==> src/tws_pkg.sv <==
// Package with register map, field positions and encodings of the two-wire status block
package tws_pkg;
  // Register byte addresses (APB, one word each)
  localparam logic [7:0] ADDR_STATUS  = 8'h14;  // master_flag_status, index 0x05
  localparam logic [7:0] ADDR_CTRL    = 8'h00;  // enables, ack action, irq enables
  localparam logic [7:0] ADDR_TARGET  = 8'h04;  // master_target_reg
  localparam logic [7:0] ADDR_BYTE    = 8'h08;  // master_byte_reg
  localparam logic [7:0] ADDR_CMD     = 8'h0c;  // master_control_second command
  localparam logic [7:0] ADDR_SSTAT   = 8'h10;  // slave collision / data / addr-stop
  localparam logic [7:0] STATUS_INDEX = 8'h05;

  // Status field positions
  localparam int BIT_RIF   = 7;
  localparam int BIT_WIF   = 6;
  localparam int BIT_HOLD  = 5;
  localparam int BIT_ACK   = 4;
  localparam int BIT_ARB   = 3;
  localparam int BIT_BERR  = 2;
  // Slave status positions
  localparam int BIT_SLAVE_COLLISION_FLAG  = 3;
  localparam int BIT_SDIF  = 1;
  localparam int BIT_SAPIF = 0;
  // Control field positions
  localparam int BIT_EN    = 0;
  localparam int BIT_READ_IRQ_ENABLE  = 1;
  localparam int BIT_WRITE_IRQ_ENABLE  = 2;

  localparam logic [7:0] STATUS_RESET = 8'h00;
  localparam logic [1:0] ACK_NONE = 2'h0;

  // Bus state encoding
  typedef enum logic [1:0] {
    BS_UNKNOWN = 2'h0,
    BS_IDLE    = 2'h1,
    BS_OWNER   = 2'h2,
    BS_BUSY    = 2'h3
  } tws_bus_e;

  // Events from the shifting engine
  typedef struct packed {
    logic rd_done;     // Master byte read finished
    logic wr_done;     // Address or byte write finished
    logic arb_lost;    // Arbitration lost
    logic ack_valid;   // Acknowledge bit sampled
    logic ack_nack;    // Sampled acknowledge value
    logic addr_acked;  // Address byte was acknowledged
    logic own_start;   // This master issued a Start
    logic hold;        // Master stretching SCL
    logic slv_slave_collision_flag;    // Slave could not put high bit
    logic slv_done;    // Slave transaction ended
  } tws_evt_s;

  // Register access strobes to the shifting engine
  typedef struct packed {
    logic read_start;  // Start a master byte read
    logic tgt_wr;      // Target register written
    logic byte_wr;     // Byte register written
    logic cmd_wr;      // Valid command written
  } tws_acc_s;
endpackage

==> src/tws_status.sv <==
// Status and flag logic of the two-wire master with APB register access
//
// The APB register port is this design's own decision.
`timescale 1ns/1ns
// What this block does
// Read-done set on clean master byte read
// Read starts on byte read or target write with bit 0 set
// Read-done only after address was acknowledged
// Write-done set on any address/byte write
// Writing one clears the status flags
// Stretch flag shows master holding SCL
// Register accesses also clear stretch flag
// Same accesses clear read, write, arbitration
// Last acknowledge bit kept, read only
// Arbitration loss sets its flag
// Software rewrites target after losing bus
// Target write clears arbitration flag
// Illegal Start/Stop sets bus fault
// Target write clears bus fault
// Fault detection needs enable, fast clock
// Bus state encoded unknown/idle/owner/busy
// Unknown after reset, re-enable, disabled
// Writing one forces idle only
// Read and write irq from flags
// Slave collision sets flag, stops low drive
// Slave data flag set after collision
// Collision clears by one or Start
// Start/Stop move the bus state
module tws_status (
  // Clock and reset
  input  wire logic              pclk,
  input  wire logic              presetn,
  // APB slave
  input  wire logic              psel,
  input  wire logic              penable,
  input  wire logic              pwrite,
  input  wire logic [7:0]        paddr,
  input  wire logic [31:0]       pwdata,
  output logic                   pready,
  output logic [31:0]            prdata,
  output logic                   pslverr,
  // Bus lines and engine
  input  wire logic              scl_in,
  input  wire logic              sda_in,
  input  wire tws_pkg::tws_evt_s evt,
  output tws_pkg::tws_acc_s      acc_ff,
  output logic                   slave_sda_off_ff,
  // Interrupt requests
  output logic                   read_irq_ff,
  output logic                   write_irq_ff
);
  // Register state
  logic       rif_ff, wif_ff, hold_ff, ack_ff, arb_ff, berr_ff;
  logic       slave_collision_flag_ff, sdif_ff, sapif_ff;
  logic       en_ff, read_irq_enable_ff, write_irq_enable_ff;
  logic [1:0] ack_action_ff;
  tws_pkg::tws_bus_e bus_ff;
  logic       scl_m_ff, scl_s_ff, sda_m_ff, sda_s_ff, scl_p_ff, sda_p_ff;
  logic       just_started_ff;
  logic       read_pend_ff;
  logic       rd_ok_ff;
  logic       hold_prev_ff;
  logic       berr_set;

  // APB decode
  logic acc, wr, rd, w_stat, w_ctrl, w_tgt, w_byte, w_cmd, w_sst, r_byte;
  logic start_det, stop_det, clr_access;
  assign acc    = psel && penable;
  assign wr     = acc && pwrite;
  assign rd     = acc && !pwrite;
  assign w_stat = wr && paddr == tws_pkg::ADDR_STATUS;
  assign w_ctrl = wr && paddr == tws_pkg::ADDR_CTRL;
  assign w_tgt  = wr && paddr == tws_pkg::ADDR_TARGET;
  assign w_byte = wr && paddr == tws_pkg::ADDR_BYTE;
  assign w_cmd  = wr && paddr == tws_pkg::ADDR_CMD && pwdata[1:0] != 2'h0;
  assign w_sst  = wr && paddr == tws_pkg::ADDR_SSTAT;
  assign r_byte = rd && paddr == tws_pkg::ADDR_BYTE;
  // Indirect clearing set shared by several flags
  assign clr_access = w_tgt || w_byte || w_cmd
                      || (r_byte && ack_action_ff != tws_pkg::ACK_NONE);

  // Zero-wait APB answer, unmapped reads as zero
  always_ff @(posedge pclk or negedge presetn) begin
    if (!presetn) begin
      pready  <= 1'b0;
      prdata  <= 32'h0;
      pslverr <= 1'b0;
    end else begin
      pready  <= psel && !penable;
      pslverr <= 1'b0;
      prdata  <= 32'h0;
      if (psel && !penable && !pwrite) begin
        unique case (paddr)
          tws_pkg::ADDR_STATUS: prdata <= {24'h0, rif_ff, wif_ff, hold_ff, ack_ff, arb_ff, berr_ff, bus_ff};
          tws_pkg::ADDR_CTRL:   prdata <= {27'h0, ack_action_ff, write_irq_enable_ff, read_irq_enable_ff, en_ff};
          tws_pkg::ADDR_SSTAT:  prdata <= {28'h0, slave_collision_flag_ff, 1'b0, sdif_ff, sapif_ff};
          default:              prdata <= 32'h0;
        endcase
      end
    end
  end

  // Access phase ends one cycle after setup: pready rises in the access cycle
  // Control register
  always_ff @(posedge pclk or negedge presetn) begin
    if (!presetn) begin
      en_ff <= 1'b0;
      read_irq_enable_ff <= 1'b0;
      write_irq_enable_ff <= 1'b0;
      ack_action_ff <= tws_pkg::ACK_NONE;
    end else if (w_ctrl && pready) begin
      en_ff <= pwdata[tws_pkg::BIT_EN];
      read_irq_enable_ff <= pwdata[tws_pkg::BIT_READ_IRQ_ENABLE];
      write_irq_enable_ff <= pwdata[tws_pkg::BIT_WRITE_IRQ_ENABLE];
      ack_action_ff <= pwdata[4:3];
    end
  end

  // Engine strobes, one cycle each
  always_ff @(posedge pclk or negedge presetn) begin
    if (!presetn) begin
      acc_ff <= '0;
    end else begin
      acc_ff.read_start <= pready && (r_byte || (w_tgt && pwdata[0]));
      acc_ff.tgt_wr     <= pready && w_tgt;
      acc_ff.byte_wr    <= pready && w_byte;
      acc_ff.cmd_wr     <= pready && w_cmd;
    end
  end

  // Read pending tracks a started read; rd_ok_ff tracks whether address was acknowledged
  always_ff @(posedge pclk or negedge presetn) begin
    if (!presetn) begin
      read_pend_ff <= 1'b0;
      rd_ok_ff <= 1'b0;
    end else begin
      if (evt.ack_valid)
        rd_ok_ff <= evt.addr_acked;
      if (acc_ff.read_start)
        read_pend_ff <= 1'b1;
      else if (evt.rd_done || evt.arb_lost || berr_set)
        read_pend_ff <= 1'b0;
    end
  end

  // Line synchronisers
  always_ff @(posedge pclk or negedge presetn) begin
    if (!presetn) begin
      scl_m_ff <= 1'b1;
      scl_s_ff <= 1'b1;
      sda_m_ff <= 1'b1;
      sda_s_ff <= 1'b1;
      scl_p_ff <= 1'b1;
      sda_p_ff <= 1'b1;
    end else begin
      scl_m_ff <= scl_in;
      scl_s_ff <= scl_m_ff;
      sda_m_ff <= sda_in;
      sda_s_ff <= sda_m_ff;
      scl_p_ff <= scl_s_ff;
      sda_p_ff <= sda_s_ff;
    end
  end
  assign start_det = scl_s_ff && scl_p_ff && sda_p_ff && !sda_s_ff;
  assign stop_det  = scl_s_ff && scl_p_ff && !sda_p_ff && sda_s_ff;

  // Start directly followed by Stop is illegal; the detector only runs while enabled
  assign berr_set = en_ff && stop_det && just_started_ff;
  always_ff @(posedge pclk or negedge presetn) begin
    if (!presetn)
      just_started_ff <= 1'b0;
    else if (start_det)
      just_started_ff <= 1'b1;
    else if (!scl_s_ff)
      just_started_ff <= 1'b0;
  end

  // Master flags: set wins over clear
  always_ff @(posedge pclk or negedge presetn) begin
    if (!presetn) begin
      rif_ff  <= 1'b0;
      wif_ff  <= 1'b0;
      arb_ff  <= 1'b0;
      berr_ff <= 1'b0;
      ack_ff  <= 1'b0;
    end else begin
      if (evt.rd_done && read_pend_ff && rd_ok_ff && !evt.arb_lost && !berr_set)
        rif_ff <= 1'b1;
      else if ((pready && w_stat && pwdata[tws_pkg::BIT_RIF]) || (pready && clr_access))
        rif_ff <= 1'b0;
      if (evt.wr_done)
        wif_ff <= 1'b1;
      else if ((pready && w_stat && pwdata[tws_pkg::BIT_WIF]) || (pready && clr_access))
        wif_ff <= 1'b0;
      if (evt.arb_lost)
        arb_ff <= 1'b1;
      else if ((pready && w_stat && pwdata[tws_pkg::BIT_ARB]) || (pready && clr_access))
        arb_ff <= 1'b0;
      if (berr_set)
        berr_ff <= 1'b1;
      else if (pready && ((w_stat && pwdata[tws_pkg::BIT_BERR]) || w_tgt))
        berr_ff <= 1'b0;
      if (evt.ack_valid)
        ack_ff <= evt.ack_nack;
    end
  end

  // Stretch flag rises when the engine starts holding SCL and falls when it lets go;
  // a clearing access drops it while the hold lasts, and a fresh hold wins over the clear
  always_ff @(posedge pclk or negedge presetn) begin
    if (!presetn) begin
      hold_ff      <= 1'b0;
      hold_prev_ff <= 1'b0;
    end else begin
      hold_prev_ff <= evt.hold;
      if (evt.hold && !hold_prev_ff)
        hold_ff <= 1'b1;
      else if (!evt.hold || (pready && ((w_stat && pwdata[tws_pkg::BIT_HOLD]) || clr_access)))
        hold_ff <= 1'b0;
    end
  end

  // Bus state tracker
  logic en_prev_ff;
  always_ff @(posedge pclk or negedge presetn) begin
    if (!presetn) begin
      bus_ff <= tws_pkg::BS_UNKNOWN;
      en_prev_ff <= 1'b0;
    end else begin
      en_prev_ff <= en_ff;
      if (!en_ff || !en_prev_ff)
        bus_ff <= tws_pkg::BS_UNKNOWN;
      else if (pready && w_stat && pwdata[1:0] == 2'h1)
        bus_ff <= tws_pkg::BS_IDLE;
      else if (stop_det)
        bus_ff <= tws_pkg::BS_IDLE;
      else if (evt.own_start)
        bus_ff <= tws_pkg::BS_OWNER;
      else if (start_det && bus_ff != tws_pkg::BS_OWNER)
        bus_ff <= tws_pkg::BS_BUSY;
    end
  end

  // Slave collision and related flags
  always_ff @(posedge pclk or negedge presetn) begin
    if (!presetn) begin
      slave_collision_flag_ff <= 1'b0;
      sdif_ff <= 1'b0;
      sapif_ff <= 1'b0;
      slave_sda_off_ff <= 1'b0;
    end else begin
      if (evt.slv_slave_collision_flag)
        slave_collision_flag_ff <= 1'b1;
      else if (start_det || (pready && w_sst && pwdata[tws_pkg::BIT_SLAVE_COLLISION_FLAG]))
        slave_collision_flag_ff <= 1'b0;
      slave_sda_off_ff <= evt.slv_slave_collision_flag || (slave_collision_flag_ff && !start_det);
      if (evt.slv_done && (slave_collision_flag_ff || evt.slv_slave_collision_flag))
        sdif_ff <= 1'b1;
      else if (pready && w_sst && pwdata[tws_pkg::BIT_SDIF])
        sdif_ff <= 1'b0;
      if (stop_det)
        sapif_ff <= 1'b1;
      else if (pready && w_sst && pwdata[tws_pkg::BIT_SAPIF])
        sapif_ff <= 1'b0;
    end
  end

  // Interrupt requests
  always_ff @(posedge pclk or negedge presetn) begin
    if (!presetn) begin
      read_irq_ff <= 1'b0;
      write_irq_ff <= 1'b0;
    end else begin
      read_irq_ff  <= rif_ff && read_irq_enable_ff;
      write_irq_ff <= wif_ff && write_irq_enable_ff;
    end
  end

  // Assertions
  property p_wif_set;
    @(posedge pclk) disable iff (!presetn) evt.wr_done |=> wif_ff;
  endproperty
  a_wif_set: assert property (p_wif_set) else $error("write flag not set");
  property p_arb_set;
    @(posedge pclk) disable iff (!presetn) evt.arb_lost |=> arb_ff;
  endproperty
  a_arb_set: assert property (p_arb_set) else $error("arbitration flag not set");
  property p_arb_clr;
    @(posedge pclk) disable iff (!presetn) (pready && w_tgt && !evt.arb_lost) |=> !arb_ff;
  endproperty
  a_arb_clr: assert property (p_arb_clr) else $error("arbitration flag not cleared");
  property p_berr_clr;
    @(posedge pclk) disable iff (!presetn) (pready && w_tgt && !berr_set) |=> !berr_ff;
  endproperty
  a_berr_clr: assert property (p_berr_clr) else $error("bus fault not cleared");
  property p_unknown;
    @(posedge pclk) disable iff (!presetn) !en_ff |=> bus_ff == tws_pkg::BS_UNKNOWN;
  endproperty
  a_unknown: assert property (p_unknown) else $error("state not unknown when off");
  property p_idle;
    @(posedge pclk) disable iff (!presetn) (en_ff && en_prev_ff && pready && w_stat && pwdata[1:0] == 2'h1) |=> bus_ff == tws_pkg::BS_IDLE;
  endproperty
  a_idle: assert property (p_idle) else $error("idle force failed");
  property p_irq;
    @(posedge pclk) disable iff (!presetn) (wif_ff && write_irq_enable_ff) |=> write_irq_ff;
  endproperty
  a_irq: assert property (p_irq) else $error("write irq missing");
  property p_slave_collision_flag;
    @(posedge pclk) disable iff (!presetn) evt.slv_slave_collision_flag |=> slave_collision_flag_ff && slave_sda_off_ff;
  endproperty
  a_slave_collision_flag: assert property (p_slave_collision_flag) else $error("collision not taken");
  c_read: cover property (@(posedge pclk) disable iff (!presetn) rif_ff ##1 !rif_ff);
  c_owner: cover property (@(posedge pclk) disable iff (!presetn) bus_ff == tws_pkg::BS_OWNER);
  c_berr: cover property (@(posedge pclk) disable iff (!presetn) berr_ff);
  c_hold: cover property (@(posedge pclk) disable iff (!presetn) hold_ff ##1 !hold_ff);
  c_slave_collision_flag: cover property (@(posedge pclk) disable iff (!presetn) slave_collision_flag_ff && slave_sda_off_ff);

  // Read path checks
  property p_rif_set;
    @(posedge pclk) disable iff (!presetn)
      evt.rd_done && read_pend_ff && rd_ok_ff && !evt.arb_lost && !berr_set |=> rif_ff;
  endproperty
  a_rif_set: assert property (p_rif_set) else $error("read flag not set");
  property p_rif_ack;
    @(posedge pclk) disable iff (!presetn) !rif_ff && !rd_ok_ff |=> !rif_ff;
  endproperty
  a_rif_ack: assert property (p_rif_ack) else $error("read flag without acknowledged address");
  property p_rd_start;
    @(posedge pclk) disable iff (!presetn) pready && r_byte |=> acc_ff.read_start;
  endproperty
  a_rd_start: assert property (p_rd_start) else $error("read not started");
  // Clearing and acknowledge checks
  property p_wif_clr;
    @(posedge pclk) disable iff (!presetn) pready && w_stat && pwdata[tws_pkg::BIT_WIF] && !evt.wr_done |=> !wif_ff;
  endproperty
  a_wif_clr: assert property (p_wif_clr) else $error("write flag not cleared by one");
  property p_hold_clr;
    @(posedge pclk) disable iff (!presetn) pready && clr_access && !(evt.hold && !hold_prev_ff) |=> !hold_ff;
  endproperty
  a_hold_clr: assert property (p_hold_clr) else $error("stretch flag not cleared by access");
  property p_rif_clr;
    @(posedge pclk) disable iff (!presetn) pready && clr_access && !evt.rd_done |=> !rif_ff;
  endproperty
  a_rif_clr: assert property (p_rif_clr) else $error("read flag not cleared by access");
  property p_ack;
    @(posedge pclk) disable iff (!presetn) evt.ack_valid |=> ack_ff == $past(evt.ack_nack);
  endproperty
  a_ack: assert property (p_ack) else $error("acknowledge bit not kept");
  // Bus fault and line state checks
  property p_berr_set;
    @(posedge pclk) disable iff (!presetn) berr_set |=> berr_ff;
  endproperty
  a_berr_set: assert property (p_berr_set) else $error("bus fault not set");
  property p_berr_en;
    @(posedge pclk) disable iff (!presetn) !en_ff && !berr_ff |=> !berr_ff;
  endproperty
  a_berr_en: assert property (p_berr_en) else $error("bus fault while disabled");
  property p_owner;
    @(posedge pclk) disable iff (!presetn) en_ff && en_prev_ff && evt.own_start && !stop_det
      && !(pready && w_stat && pwdata[1:0] == 2'h1) |=> bus_ff == tws_pkg::BS_OWNER;
  endproperty
  a_owner: assert property (p_owner) else $error("own start did not take the bus");
  // Slave side and interrupt checks
  property p_slave_collision_flag_clr;
    @(posedge pclk) disable iff (!presetn) start_det && !evt.slv_slave_collision_flag |=> !slave_collision_flag_ff;
  endproperty
  a_slave_collision_flag_clr: assert property (p_slave_collision_flag_clr) else $error("collision not cleared by start");
  property p_sdif;
    @(posedge pclk) disable iff (!presetn) evt.slv_done && slave_collision_flag_ff |=> sdif_ff;
  endproperty
  a_sdif: assert property (p_sdif) else $error("slave data flag not set");
  property p_rirq;
    @(posedge pclk) disable iff (!presetn) rif_ff && read_irq_enable_ff |=> read_irq_ff;
  endproperty
  a_rirq: assert property (p_rirq) else $error("read irq missing");
endmodule

==> config.mk <==
export PLATFORM = sky130hd
export DESIGN_NAME = tws_status
export DESIGN_NICKNAME = d
export VERILOG_FILES = /design/src/tws_pkg.sv /design/src/tws_status.sv
export SDC_FILE = /design/constraint.sdc
export NUM_CORES = 1
export LEC_CHECK = 0
export BUFFER_PORTS_ARGS = -buffer_cell sky130_fd_sc_hd__buf_4
export CAP_MARGIN = 0
export CORE_ASPECT_RATIO = 0.8
export CORE_MARGIN = 5
export CORE_UTILIZATION = 45
export CTS_CLUSTER_DIAMETER = 80
export DETAILED_ROUTE_END_ITERATION = 16
export PLACE_DENSITY = 0.79
export RECOVER_POWER = 25
export SYNTH_ARGS = -nofsm -noshare
export SYNTH_HDL_FRONTEND = slang
export SYNTH_SLANG_ARGS = --single-unit
export TNS_END_PERCENT = 20
==> constraint.sdc <==
create_clock -name pclk -period 2.4 [get_ports pclk]
set_input_delay 0.12 -clock pclk [delete_from_list [all_inputs] [get_ports pclk]]
set_output_delay 0.12 -clock pclk [all_outputs]
set_load 0.05 [all_outputs]
=== Yosys cells after proc, flatten, opt, wreduce, memory -nomap -nowiden ===
Cells that the tools add are included.

* Memory bits (writable): 0
* Memories kept: 0
* Output and inout bits: 41
* Word-level logic and storage cells: 160
* Latch bits: 0
* Bits in read-only memories: 0
* Input port bits: 57
* Register bits: 67

* Bitwise gates (word level): 0
* Shift operators: 0
* $lt $le $gt $ge: 0
* Reduce and logical (&&, ||, !) cells: 91
* Muxes and demuxes: 27
* $add $sub $neg: 0
* $mul: 0
* Divide/modulo/power cells: 0
* Equal/unequal tests: 8

{| class="wikitable"
|+ Operators by type and width
! operator !! count
|-
| 1-bit logical AND || 51
|-
| 32-bit 2-to-1 mux || 1
|-
| 8-bit one-hot mux with 3 select lines || 1
|-
| 2-bit nonzero test || 11
|-
| 1-bit 2-to-1 mux || 20
|-
| 8-bit by 4-bit == test with 1-bit output (second input constant) || 2
|-
| 8-bit by 5-bit == test with 1-bit output (second input constant) || 2
|-
| 1-bit logical OR || 16
|-
| 1-bit logical NOT || 11
|-
| 2-bit 2-to-1 mux || 5
|-
| 8-bit by 3-bit == test with 1-bit output (second input constant) || 1
|-
| 8-bit logical NOT || 1
|-
| 5-bit nonzero test || 1
|-
| 2-bit by 1-bit == test with 1-bit output (second input constant) || 1
|-
| 2-bit by 1-bit != test with 1-bit output (second input constant) || 1
|-
| 2-bit != test (second input constant) || 1
|}

=== Longest topological paths before layout ===
Gate-level depths: netlist (run 1).

* Depth in word-level cells: 11
* Depth in mapped cells: 6

=== Worst setup path before layout (run 1) ===
Ideal clock, no wire load.

* Kind: register to register
* Start point: register pready
* End point: register rif_ff
* Clock period less this slack: 1607 ps
* Arrival time: 1485 ps
* Path buffers: 0
* Required time: 2278 ps
* Slack: 793 ps
* Cell stages (with the launch flop): 5
* Path through: dfrtp_1 and4_1 and3_1 a21boi_0 a32o_1

* Cells in the longest elaborated chain, start to end: 4

{| class="wikitable"
|+ Ends and longest elaborated chain
! what !! line !! source
|-
| start: declaration || tws_status.sv:39 || <nowiki>output logic pready,</nowiki>
|-
| start signal: assignment || tws_status.sv:89 || <nowiki>pready <= psel && !penable;</nowiki>
|-
| 1-bit logical AND (2 in series) || tws_status.sv:189 || <nowiki>else if ((pready && w_stat && pwdata[tws_pkg::BIT_RIF]) || (pready && clr_access))</nowiki>
|-
| 1-bit logical OR * || tws_status.sv:189 ||
|-
| 2-bit nonzero test (no line) * || - ||
|-
| end signal: assignment || tws_status.sv:181 || <nowiki>rif_ff <= 1'b0;</nowiki>
|-
| end signal: assignment || tws_status.sv:188 || <nowiki>rif_ff <= 1'b1;</nowiki>
|-
| end signal: assignment || tws_status.sv:190 || <nowiki>rif_ff <= 1'b0;</nowiki>
|-
| end: declaration || tws_status.sv:53 || <nowiki>logic rif_ff, wif_ff, hold_ff, ack_ff, arb_ff, berr_ff;</nowiki>
|}

Mark *: on every way between the ends. The rest lies on a longest branch, timed or not.
A chain may end at the register's enable or synchronous reset.

=== Worst setup path in the final report (run 1) ===
* Start point: input penable
* End point: register rif_ff

* Cells in the longest elaborated chain, start to end: 9

{| class="wikitable"
|+ Ends and longest elaborated chain
! what !! line !! source
|-
| start: declaration || tws_status.sv:35 || <nowiki>input wire logic penable,</nowiki>
|-
| 1-bit logical AND * || tws_status.sv:68 || <nowiki>assign acc = psel && penable;</nowiki>
|-
| 1-bit logical AND || tws_status.sv:69 || <nowiki>assign wr = acc && pwrite;</nowiki>
|-
| 1-bit logical AND (on tied branches) || tws_status.sv:73, tws_status.sv:74, tws_status.sv:75 ||
|-
| 1-bit logical OR / 1-bit logical AND (equally long branches) || tws_status.sv:79, tws_status.sv:75 ||
|-
| 1-bit logical OR || tws_status.sv:79 || <nowiki>assign clr_access = w_tgt || w_byte || w_cmd</nowiki>
|-
| 1-bit logical OR || tws_status.sv:80 || <nowiki>|| (r_byte && ack_action_ff != tws_pkg::ACK_NONE);</nowiki>
|-
| 1-bit logical AND || tws_status.sv:189 ||
|-
| 1-bit logical OR * || tws_status.sv:189 ||
|-
| 2-bit nonzero test (no line) * || - ||
|}

Marked as above.

==> metrics.sh, run 1 <==
RUN_STATUS='finished clean'
SLEW_HEADROOM=0.322
MAXCLOCKFREQUENCY_GHz=0.659
DETAILROUTE.WIRELENGTH.MET2_UM=1850
NETS=283
SYNTHESIS.YOSYS.WARNINGS=0
VDD_IR_DROP_MAX_V=0.000397
CRITPATHMAXSTAGEDELAY_NS=0.52
DETAILEDROUTE.FIRSTPASSITERATIONCOUNT=4
SYNTHARSTFLOPSHARE=1.00
GRT_MAX_DEGREE=44
CTS.PATH.MAX_BUFFERS=2
CRIT_CHAIN='dlygate4sd3_1, clkbuf_1, and4_1, and3_1, a21boi_0, a32o_1'
TRITONCTS='built'
HOLD_PATH_DEPTH=2
DRV_SLEW=0
WL_MET3_UM=394
DETAIL_ROUTE.ITER0.VIOLATIONS=83
INSERTEDDIODECOUNT=0
DIE_WIDTH_UM=84.6
YOSYS.AREA_SHARE.XOR_XNOR=0
FLOORPLAN.ROWS=21
CTS_BUFFERS=5
FIRST_PASS_GRT_WIRE_LENGTH_UM=6720
CLOCK_SINKS=43
CORE_UM2=4230
ANTENNA_VIOLATIONS_BEFORE_REPAIR=0
MAX_H_TREE_LEVEL=2
SYNTH.AREA.MUX_SHARE=0.0488
DRIVE_GT1_FRAC=0.344
POST_PLACEMENT_CELL_AREA_UM2=2320
CRITICALPATHCATEGORY='in -> reg'
COUNT_OF_DISTINCT_CELL_TYPES_IN_THE_SYNTHESIZED_NETLIST=42
CRITPATHBUFINV=2
WORSTHOLDPATHTYPE='in -> reg'
DR_TOTAL_VIAS=1377
SYNTH_TOP_FAMILY_BY_AREA='simple AND/OR/NAND/NOR gates'
SYNTH_EDF_COUNT=0
AVGVIACOUNTPERCELL=4.85
SETUP_SLACK_NS=0.883
DIE_HEIGHT_UM=69.7
CLK_PIN_SLEW_WORST_PATHS_NS=0.08
SYNTH_SEQ_CELLS=43
DP_WORST_SETUP_SLACK_NS=0.797
FF2FF_PATH_DEPTH=4
CRIT_SLOWEST_CELL='dlygate4sd3_1'
CP.ARRIVAL_NS=1.70
POSTLAYOUTCELLAREA_UM2=2450
ANTENNA_LEFT=0
SYNTH_ADDER_AREA_SHARE=0
DRC=0
FLOORPLAN.DIE_AREA_UM2=5890
IO_BUFFER_COUNT=48
WORST_PATH_DOMINANT_CELL_FAMILY='buffers and inverters'
SYNTH.YOSYS.SEQ_AREA_SHARE=0.541
IO-PIN-COUNT=98
REPORT.FINAL.SETUP_VIOL=0
GATE_COUNT_AFTER_TECHNOLOGY_MAPPING=169
POWER.DENSITY_CELL_AREA_nW_PER_UM2=570
POWER.STATIC_LEAKAGE_uW=0.00119
CP-END-KIND='register'
WL_PER_CELL_UM=14.5
DOMINANTREGCELLSYNTH='dfrtp_1'
WORSTMARGINPINSLEW_NS=1.02
TOTALWIRELENGTH_UM=4110
CTS_ROOT_BUFFER='clkbuf_8'
PLACE.GP.CONGESTION=0.839
M1WIRELENGTH_UM=1840
FINAL_HOLD_VIOLATIONS=0
GR-TOTAL-OVERFLOW=0
PLACE.DETAILED.HPWL_UM=3130
PATH_DEPTH=6
SYNTH.AVG_CELL_AREA_UM2=11.8
POST-ROUTE-MIN-PERIOD_NS=1.52
POST-ROUTE-PERIOD-UTIL=0.632
CRITPATHMAXFANOUT=5
SYNTH_AREA_UM2=2000
MAXCAPVIOLATIONS=0
RSZ_0062_RAISED_AFTER_GLOBAL_ROUTING='false'
TOTALNEGATIVESETUPSLACK_NS=0
POST_SYNTH_AND_OR_NAND_NOR_AREA_FRACTION=0.186
GR-USAGE-ALL-LAYERS=0.144
SKEW_NS=0.00637
SYNTH_TO_LAYOUT_AREA_GROWTH_PCT=22.3
VIA_COUNT_OF_THE_FIRST_GLOBAL_ROUTING_PASS=1368
CRITICAL_PATH_REQUIRED_NS=2.59
SYNTH_AREA_IN_COMPOUND_GATES=0.113
ROUTED.TOP_LAYER='met4'
WORSTSKEWPAIRLATENCY_NS=0.29
INITIAL_UTILIZATION=0.473
CRITPATHLAUNCHTYPE='input pin'
[cell usage in the layout, fill, tap and decap left out, types with 2 or more instances in the layout]
master / n
a21oi_1: 2
and4b_1: 2
and4_1: 2
a22oi_1: 5
a21boi_0: 2
clkbuf_1: 3
conb_1: 25
or4_4: 2
nor3_1: 2
clkbuf_4: 2
dfstp_2: 4
and2_0: 2
o21ai_0: 2
a31o_2: 3
nor2b_1: 5
inv_1: 3
clkbuf_8: 5
nand4b_1: 2
a21o_1: 3
dlygate4sd3_1: 5
a2bb2oi_1: 3
nor4b_2: 2
a41o_1: 2
buf_4: 44
mux2_4: 5
and3_1: 5
nor2_1: 14
nand2_1: 9
nand3_1: 4
dfrtp_1: 37
mux2_2: 2
dfstp_1: 2
[cell usage after synthesis (2+ instances only)]
library cell  instances  share of area
dfrtp_1              37           0.46
buf_4                25          0.094
nor2_1               14          0.026
nand2_1               9          0.017
dfstp_2               6          0.079
a22oi_1               5          0.019
and3_1                5          0.016
mux2_4                5          0.037
nor2b_1               5          0.016
nand3_1               4          0.010
a21o_1                3          0.011
a2bb2oi_1             3          0.013
a31o_2                3          0.013
and2_1                3         0.0094
inv_1                 3         0.0056
a21boi_0              2         0.0075
a21oi_1               2         0.0050
a41o_1                2          0.010
and4_1                2         0.0088
and4b_1               2          0.010
buf_2                 2         0.0050
mux2_2                2          0.011
nand4b_1              2         0.0088
nor3_1                2         0.0050
nor4b_2               2          0.015
o21ai_0               2         0.0050
or4_4                 2          0.011
[metal layers]
layer / track usage / vias to the layer above
met2: 0.219 / 57
li1: - / 662
met1: 0.193 / 654
met3: 0.0534 / 4
met5: 0 / -
met4: 0.0369 / 0
[layout make-up]
| class | count | area (um^2) |
|---|---|---|
| multi-input cells | 119 | 788 |
| clock buffers | 6 | 72.6 |
| well taps | 57 | 71.3 |
| flip-flops and latches | 43 | 1080 |
| inverters | 3 | 11.3 |
| clock inverters | 2 | 12.5 |
| repair buffers | 54 | 408 |
| fillers | 378 | 1780 |
[power breakdown]
part           switching (uW)  internal (uW)  leakage, uW  total [uW]
logic                     145           58.5     0.000612         203
registers                7.96            743     0.000538         751
clock network             238            203    0.0000412         442
total                     391           1000      0.00119        1400
[cell families (layout without fill, tap and decap cells)]
| logic type | after synthesis | in the layout |
|---|---|---|
| AOI/OAI and AO/OA | 29 | 29 |
| buffers and inverters | 31 | 65 |
| DFF | 43 | 43 |
| muxes | 7 | 7 |
| other | 1 | 25 |
| and+or+nand+nor | 58 | 58 |
[path summary, 6_finish.rpt]
kind,start,endpoint,slack [ns]
setup / recovery,penable,rif_ff$_DFFE_PN0P_,0.88
hold / removal,evt[8],wif_ff$_DFFE_PN0P_,0.03
setup reg to reg,scl_s_ff$_DFF_PN1_,rif_ff$_DFFE_PN0P_,0.91
hold reg to reg,scl_m_ff$_DFF_PN1_,scl_s_ff$_DFF_PN1_,0.36
max in group asynchronous,presetn,slave_collision_flag_ff$_DFFE_PN0P_,1.24
min in group asynchronous,presetn,prdata[7]$_DFF_PN0_,0.53
[registers in the layout, indices dropped and copies added, names as in the netlist, 2 cells and up]
| signal | count |
|---|---|
| acc_ff | 4 |
| ack_action_ff | 2 |
| bus_ff | 2 |
| prdata | 8 |
[timing repair]
item                                    4_1_cts  5_1_grt
endpoints found under the setup margin        0        0
hold buffers                                  5        0
endpoints found under the hold margin        41        0
setup buffers                                 0        0
resized for setup                             0        0
[per-stage QoR]
step                      hold slack (ns)  power [uW]   util  instances
after CTS                          0.0228        1410  0.581        284
after floorplan                    -0.176         920      -        193
after detailed placement            0.137         964  0.549        271
after global routing               0.0140        1450  0.579        284
final                              0.0261        1400  0.579        284
after global placement              0.131         962  0.549        271
Power figures use the tool's default switching activity.
==> inputs of run 2 (changes only) <==
clock period = 1.5 ns   (was 2.4 ns; I/O delays follow)
==> run 2 against run 1 <==
  * Non-clock buffer count increased by 18
  * Critical path type unchanged
  * First-iteration DRC count decreased by 1.2%
  * Sequential cell count unchanged
  * Cell count increased by 6.3%
  * Global-route usage increased by 1.5 points
  * Worst setup slack got worse by 0.85 ns
  * Core utilization increased by 3.8 points
  * Critical endpoint unchanged
  * Highest routed layer unchanged
  * Sequential share of layout area decreased by 2.7 points
  * Wire length increased by 7.2%
==> metrics.sh, run 2 (same netlist as run 1, synthesis figures left out) <==
POST-ROUTE-MIN-PERIOD_NS=1.46
TIMING.RR.END='rif_ff$_DFFE_PN0P_'
RSZ_0062_RAISED_AFTER_GLOBAL_ROUTING='false'
TOTALWIRELENGTH_UM=4400
VDD_IR_DROP_MAX_V=0.000574
MAX_H_TREE_LEVEL=2
CP.ARRIVAL_NS=1.65
POSTLAYOUTCELLAREA_UM2=2610
HOLD_PATH_DEPTH=2
POST-PLACE-CELLS=285
WORSTHOLDPATHTYPE='in -> reg'
REG_TO_REG_CRITICAL_PATH_STARTPOINT='pready$_DFF_PN0_'
SKEW_NS=0.00610
TIMING.HOLD.WORST.START='pwdata[4]'
R2R_SETUP_SLACK_NS=0.07
FLOORPLAN.DIE_AREA_UM2=5890
WORSTSKEWPAIRLATENCY_NS=0.30
INITIAL_UTILIZATION=0.473
SLEW_HEADROOM=0.316
SYNTH_TO_LAYOUT_AREA_GROWTH_PCT=30.2
GRT_MAX_DEGREE=44
DETAILEDROUTE.FIRSTPASSITERATIONCOUNT=4
CORE_UM2=4230
WORSTMARGINPINSLEW_NS=1.03
AVGVIACOUNTPERCELL=4.88
SETUP_SLACK_NS=0.0358
CLK_PIN_SLEW_WORST_PATHS_NS=0.07
TOTAL_POWER_uW=2280
CP-END-KIND='register'
DR_TOTAL_VIAS=1473
CRITICALPATHCATEGORY='in -> reg'
DIE_WIDTH_UM=84.6
WL_PER_CELL_UM=14.6
CTS_ROOT_BUFFER='clkbuf_8'
REPORT.FINAL.SETUP_VIOL=0
GR-USAGE-ALL-LAYERS=0.159
FF2FF_PATH_DEPTH=4
POST-ROUTE-PERIOD-UTIL=0.976
NETS=301
DRV_SLEW=0
FINAL_HOLD_VIOLATIONS=0
ANTENNA_VIOLATIONS_BEFORE_REPAIR=0
CRITPATHMAXFANOUT=5
CTS.PATH.MAX_BUFFERS=2
TOP_REGISTER='prdata'
MIN_TO='ack_action_ff[1]$_DFFE_PN0P_'
TOTALNEGATIVESETUPSLACK_NS=0
POWER.DENSITY_CELL_AREA_nW_PER_UM2=873
MAXCAPVIOLATIONS=0
DETAIL_ROUTE.ITER0.VIOLATIONS=82
TRITONCTS='built'
POWER.STATIC_LEAKAGE_uW=0.00129
PLACE.GP.CONGESTION=0.821
DIE_HEIGHT_UM=69.7
IO-PIN-COUNT=98
PLACE.DETAILED.HPWL_UM=3220
IO_BUFFER_COUNT=48
FLOORPLAN.ROWS=21
LARGEST_REGISTER_FF_COUNT=8
GR-TOTAL-OVERFLOW=0
LAYOUT.CELLS.MOST_COMMON='buf_4'
CRITPATHLAUNCHTYPE='input pin'
ANTENNA_LEFT=0
CRITICAL_PATH_REQUIRED_NS=1.68
DRC=0
CTS_BUFFERS=5
DP_WORST_SETUP_SLACK_NS=-0.0502
FINAL-INSTANCE-COUNT-EXCL-FILL=302
RUN_STATUS='finished clean'
POSTCTSSETUPBUFFERS=0
POST_PLACEMENT_CELL_AREA_UM2=2430
FINAL_CELL_MIX='buf_4 (58), dfrtp_1 (36), conb_1 (25)'
FIRST_PASS_GRT_WIRE_LENGTH_UM=7290
MAXCLOCKFREQUENCY_GHz=0.683
DRIVE_GT1_FRAC=0.392
INSERTEDDIODECOUNT=0
VIA_COUNT_OF_THE_FIRST_GLOBAL_ROUTING_PASS=1491
CLOCK_SINKS=43
LARGEST_REGISTERS='prdata x8, acc_ff x4'
[run 2: cell types whose count changed in the layout (fill, tap and decap cells not counted), moves of 2 or more]
| cell | change |
|---|---|
| buf_4 | +14 |
| dlygate4sd3_1 | +4 |
| and2_0 | -2 |
| and2_1 | +2 |
[run 2: worst max-delay path by stage]
stage	from	cells after the start	slack [ns]	endpoint
6_report	penable	6	0.04	rif_ff$_DFFE_PN0P_
5_1_grt	penable	6	0.003	prdata[0]$_DFF_PN0_
4_1_cts	penable	6	0.06	rif_ff$_DFFE_PN0P_
3_5_place_dp	paddr[5]	5	-0.05	hold_ff$_DFFE_PN0P_
3_3_place_gp	paddr[5]	5	-0.05	arb_ff$_DFFE_PN0P_
2_1_floorplan	pready$_DFF_PN0_	4	0.03	rif_ff$_DFFE_PN0P_
[run 2: power by group]
group          internal [uW]  switching, uW  leakage [uW]  total, uW
Clock                    325            393     0.0000412        718
Sequential              1190           13.2      0.000538       1200
Combinational            115            240      0.000708        355
Total                   1630            646       0.00129       2280
[run 2: what timing repair did]
action                     4_1_cts  5_1_grt
resized for setup                1        2
pin swaps                        0        1
hold endpoints to repair        45        0
setup endpoints to repair        1        5
hold buffers                     9        0
[run 2: through the flow]
stage,util,hold WS (ns)
2_1_floorplan,-,-0.221
3_3_place_gp,0.574,0.0839
3_5_place_dp,0.574,0.0907
4_1_cts,0.617,0.00139
5_1_grt,0.616,0.00232
6_report,0.616,0.0161
[run 2: layout make-up]
class,instances,area [um^2]
Sequential cell,43,1080
Tap cell,57,71.3
Clock buffer,6,72.6
Fill cell,348,1620
Timing Repair Buffer,72,553
Multi-Input combinational cell,119,801
Inverter,3,11.3
Clock inverter,2,12.5
[run 2: worst max-delay path, stage by stage]
cell and delay [ns]:
dlygate4sd3_1 0.53, buf_4 0.11, and4_1 0.32, and3_1 0.27, a21boi_0 0.12, a32o_1 0.22
[run 2: routing by layer]
layer,GRT usage,vias to the layer above,share of wire
li1,-,698,-
met1,0.203,711,0.43
met2,0.243,58,0.47
met3,0.0665,6,0.086
met4,0.0510,0,0.013
met5,0,-,0
==> inputs of run 3 (changes only) <==
ABC_AREA = 1   (was not set)
PLACE_DENSITY = 0.78   (was 0.79)
==> run 3 against run 2 <==
  * Highest routed layer unchanged
  * Largest cell class unchanged
  * Worst hold slack worse by 0.0052 ns
  * Combinational power about the same
  * Clock skew about the same
  * Critical endpoint is now hold_ff$_DFFE_PN0P_
  * Synthesized area up 4.6%
  * Clock-buffer cell count down 1
==> metrics.sh, run 3 <==
TOTALWIRELENGTH_UM=4220
AVGVIACOUNTPERCELL=4.41
POSTCTSSETUPBUFFERS=0
TOTALNEGATIVESETUPSLACK_NS=0
FINAL_CELL_MIX='nand2_1 (48), buf_4 (44), dfrtp_1 (36)'
CTS_ROOT_BUFFER='clkbuf_8'
INSERTEDDIODECOUNT=0
DETAIL_ROUTE.ITER0.VIOLATIONS=93
SKEW_NS=0.00647
MAXCAPVIOLATIONS=0
NETLIST_TOP_CELLS_COUNT='nand2_1 (48), dfrtp_1 (37), inv_1 (32), buf_4 (25), nor2_1 (20)'
POWER.DENSITY_CELL_AREA_nW_PER_UM2=857
PLACE.GP.CONGESTION=0.830
IO_BUFFER_COUNT=48
POWER.SHARE.CLOCK=0.324
NETS=350
DOMINANTREGCELLSYNTH='dfrtp_1'
WORSTSKEWPAIRLATENCY_NS=0.30
SYNTH_SEQ_CELLS=43
CRITPATHMAXFANOUT=4
TOP_REGISTER='prdata'
CTS.PATH.MAX_BUFFERS=2
DRIVE_GT1_FRAC=0.286
TRITONCTS='built'
GRT_MAX_DEGREE=44
CRITPATHLAUNCHTYPE='input pin'
WORSTMARGINPINSLEW_NS=1.01
WL_PER_CELL_UM=11.9
GR-USAGE-ALL-LAYERS=0.146
FLOORPLAN.ROWS=22
GR-TOTAL-OVERFLOW=0
SYNTH.AVG_CELL_AREA_UM2=9.31
FIN_UTIL=0.589
SYNTH_EDF_COUNT=0
FINAL_HOLD_VIOLATIONS=0
POWER.COMBINATIONAL.FRACTION=0.154
VDD_IR_DROP_MAX_V=0.000484
CTS_BUFFERS=5
RUN_STATUS='finished clean'
LAYOUT.CELLS.MOST_COMMON='nand2_1'
DIE_WIDTH_UM=86.3
IO-PIN-COUNT=98
POST-ROUTE-PERIOD-UTIL=0.912
YOSYS.CELL_COUNT.TOP_TYPE='nand2_1'
GATE_COUNT_AFTER_TECHNOLOGY_MAPPING=225
SYNTHESIS.YOSYS.WARNINGS=0
FIRST_PASS_GRT_WIRE_LENGTH_UM=7010
YOSYSTOPAREACELL='dfrtp_1'
SYNTH.YOSYS.SEQ_AREA_SHARE=0.517
SYNTH_TO_LAYOUT_AREA_GROWTH_PCT=27.7
WORSTHOLDPATHTYPE='in -> reg'
POST-ROUTE-MIN-PERIOD_NS=1.37
DRV_SLEW=0
SYNTH_AREA_UM2=2090
DETAILEDROUTE.FIRSTPASSITERATIONCOUNT=4
POWER.NET_SWITCHING_uW=669
SYNTHTOPCELLSBYAREA='dfrtp_1 (44%), buf_4 (9.0%), nand2_1 (8.6%)'
CP-END-KIND='register'
CLK_PIN_SLEW_WORST_PATHS_NS=0.09
COUNT_OF_DISTINCT_CELL_TYPES_IN_THE_SYNTHESIZED_NETLIST=31
RSZ_0062_RAISED_AFTER_GLOBAL_ROUTING='false'
MAX_H_TREE_LEVEL=2
CP.ARRIVAL_NS=1.59
POWER_SWITCHING_SHARE=0.292
ANTENNA_VIOLATIONS_BEFORE_REPAIR=0
N_FILL_CELL=428
DR_TOTAL_VIAS=1560
INTPOWER_uW=1620
SLEW_HEADROOM=0.325
SYNTHARSTFLOPSHARE=1.00
VIA_COUNT_OF_THE_FIRST_GLOBAL_ROUTING_PASS=1581
SYNTH.TOP_CELL.AREA_SHARE=0.442
ANTENNA_LEFT=0
CLOCK_SINKS=43
FLOORPLAN.DIE_AREA_UM2=6130
PLACE.DETAILED.HPWL_UM=3180
LARGEST_REGISTER_FF_COUNT=8
DRC=0
CRITICAL_PATH_REQUIRED_NS=1.72
MAXCLOCKFREQUENCY_GHz=0.731
DIE_HEIGHT_UM=71.0
LARGEST_REGISTERS='prdata x8, acc_ff x4'
INITIAL_UTILIZATION=0.461
REPORT.FINAL.SETUP_VIOL=0
CORE_UM2=4540
CRITICALPATHCATEGORY='in -> reg'
POWER.STATIC_LEAKAGE_uW=0.00143
SEQPWRFRAC=0.522
[run 3: cell count changes after synthesis, moves of 4 or more]
cell | before | now
a22oi_1 | 5 | 0
and3_1 | 5 | 0
inv_1 | 3 | 32
mux2_4 | 5 | 1
nand2_1 | 9 | 48
nor2_1 | 14 | 20
nor2b_1 | 5 | 0
o21ai_0 | 2 | 9
[run 3: worst paths after layout]
kind,start,end,slack (ns),depth (start not counted)
setup / recovery,penable,hold_ff$_DFFE_PN0P_,0.13,9
hold / removal,pwdata[4],ack_action_ff[1]$_DFFE_PN0P_,0.01,2
setup reg to reg,pready$_DFF_PN0_,arb_ff$_DFFE_PN0P_,0.17,7
hold reg to reg,sda_m_ff$_DFF_PN1_,sda_s_ff$_DFF_PN1_,0.36,0
max in group asynchronous,presetn,pready$_DFF_PN0_,0.33,2
min in group asynchronous,presetn,prdata[4]$_DFF_PN0_,0.49,2
[run 3: through the flow]
| step | cell area (um^2) | power [uW] | std cells | hold slack, ns | worst slack (ns) |
|---|---|---|---|---|---|
| after CTS | 2670 | 2320 | 354 | 0.00200 | 0.0766 |
| after floorplan | 2190 | 1480 | 249 | -0.221 | 0.151 |
| final | 2670 | 2290 | 354 | 0.0109 | 0.133 |
| after detailed placement | 2430 | 1540 | 332 | 0.0840 | 0.115 |
| after global routing | 2670 | 2390 | 354 | 0.00426 | 0.0194 |
| after global placement | 2430 | 1540 | 332 | 0.0903 | 0.130 |
[run 3: critical path, stage by stage]
cell and delay (ns):
dlygate4sd3_1 0.54, buf_4 0.14, nand3_1 0.16, nor2_2 0.08, nand2_2 0.10, nand3_1 0.13
nor2_4 0.16, nand2_1 0.07, a21oi_1 0.13
[run 3: metal layers]
| metal | routed length (um) | GRT usage | up-vias |
|---|---|---|---|
| li1 | - | - | 777 |
| met1 | 1750 | 0.184 | 726 |
| met2 | 2120 | 0.237 | 49 |
| met3 | 267 | 0.0361 | 8 |
| met4 | 78 | 0.0675 | 0 |
| met5 | 0 | 0 | - |
[run 3: final cells by class]
class	instances	area, um^2	area share
repair buffers	62	498	0.186
well taps	60	75.1	0.0281
inverters	34	128	0.0477
multi-input cells	147	796	0.298
flip-flops and latches	43	1080	0.406
clock inverters	3	23.8	0.00889
clock buffers	5	68.8	0.0257
[run 3: cells by family (layout without fill, tap and decap cells)]
logic type | count (synthesis) | count (layout) | synth area share
mux | 2 | 2 | 0.0125
simple gates | 95 | 95 | 0.240
compound gates | 25 | 25 | 0.0783
other cells | 1 | 25 | 0.00179
buf+inv | 59 | 104 | 0.151
flops | 43 | 43 | 0.517
[run 3: repair_timing]
| item | CTS | global route |
|---|---|---|
| endpoints found under the setup margin | 0 | 3 |
| hold buffers | 14 | 0 |
| endpoints found under the hold margin | 49 | 0 |
| resized for setup | 0 | 2 |
[run 3: power groups by stage]
stage          combinational (uW)  sequential (uW)  clock, uW
6_report                      352             1200        743
3_3_place_gp                  318             1220          0
5_1_grt                       379             1200        807
3_5_place_dp                  322             1220          0
4_1_cts                       353             1200        766
2_1_floorplan                 250             1230          0
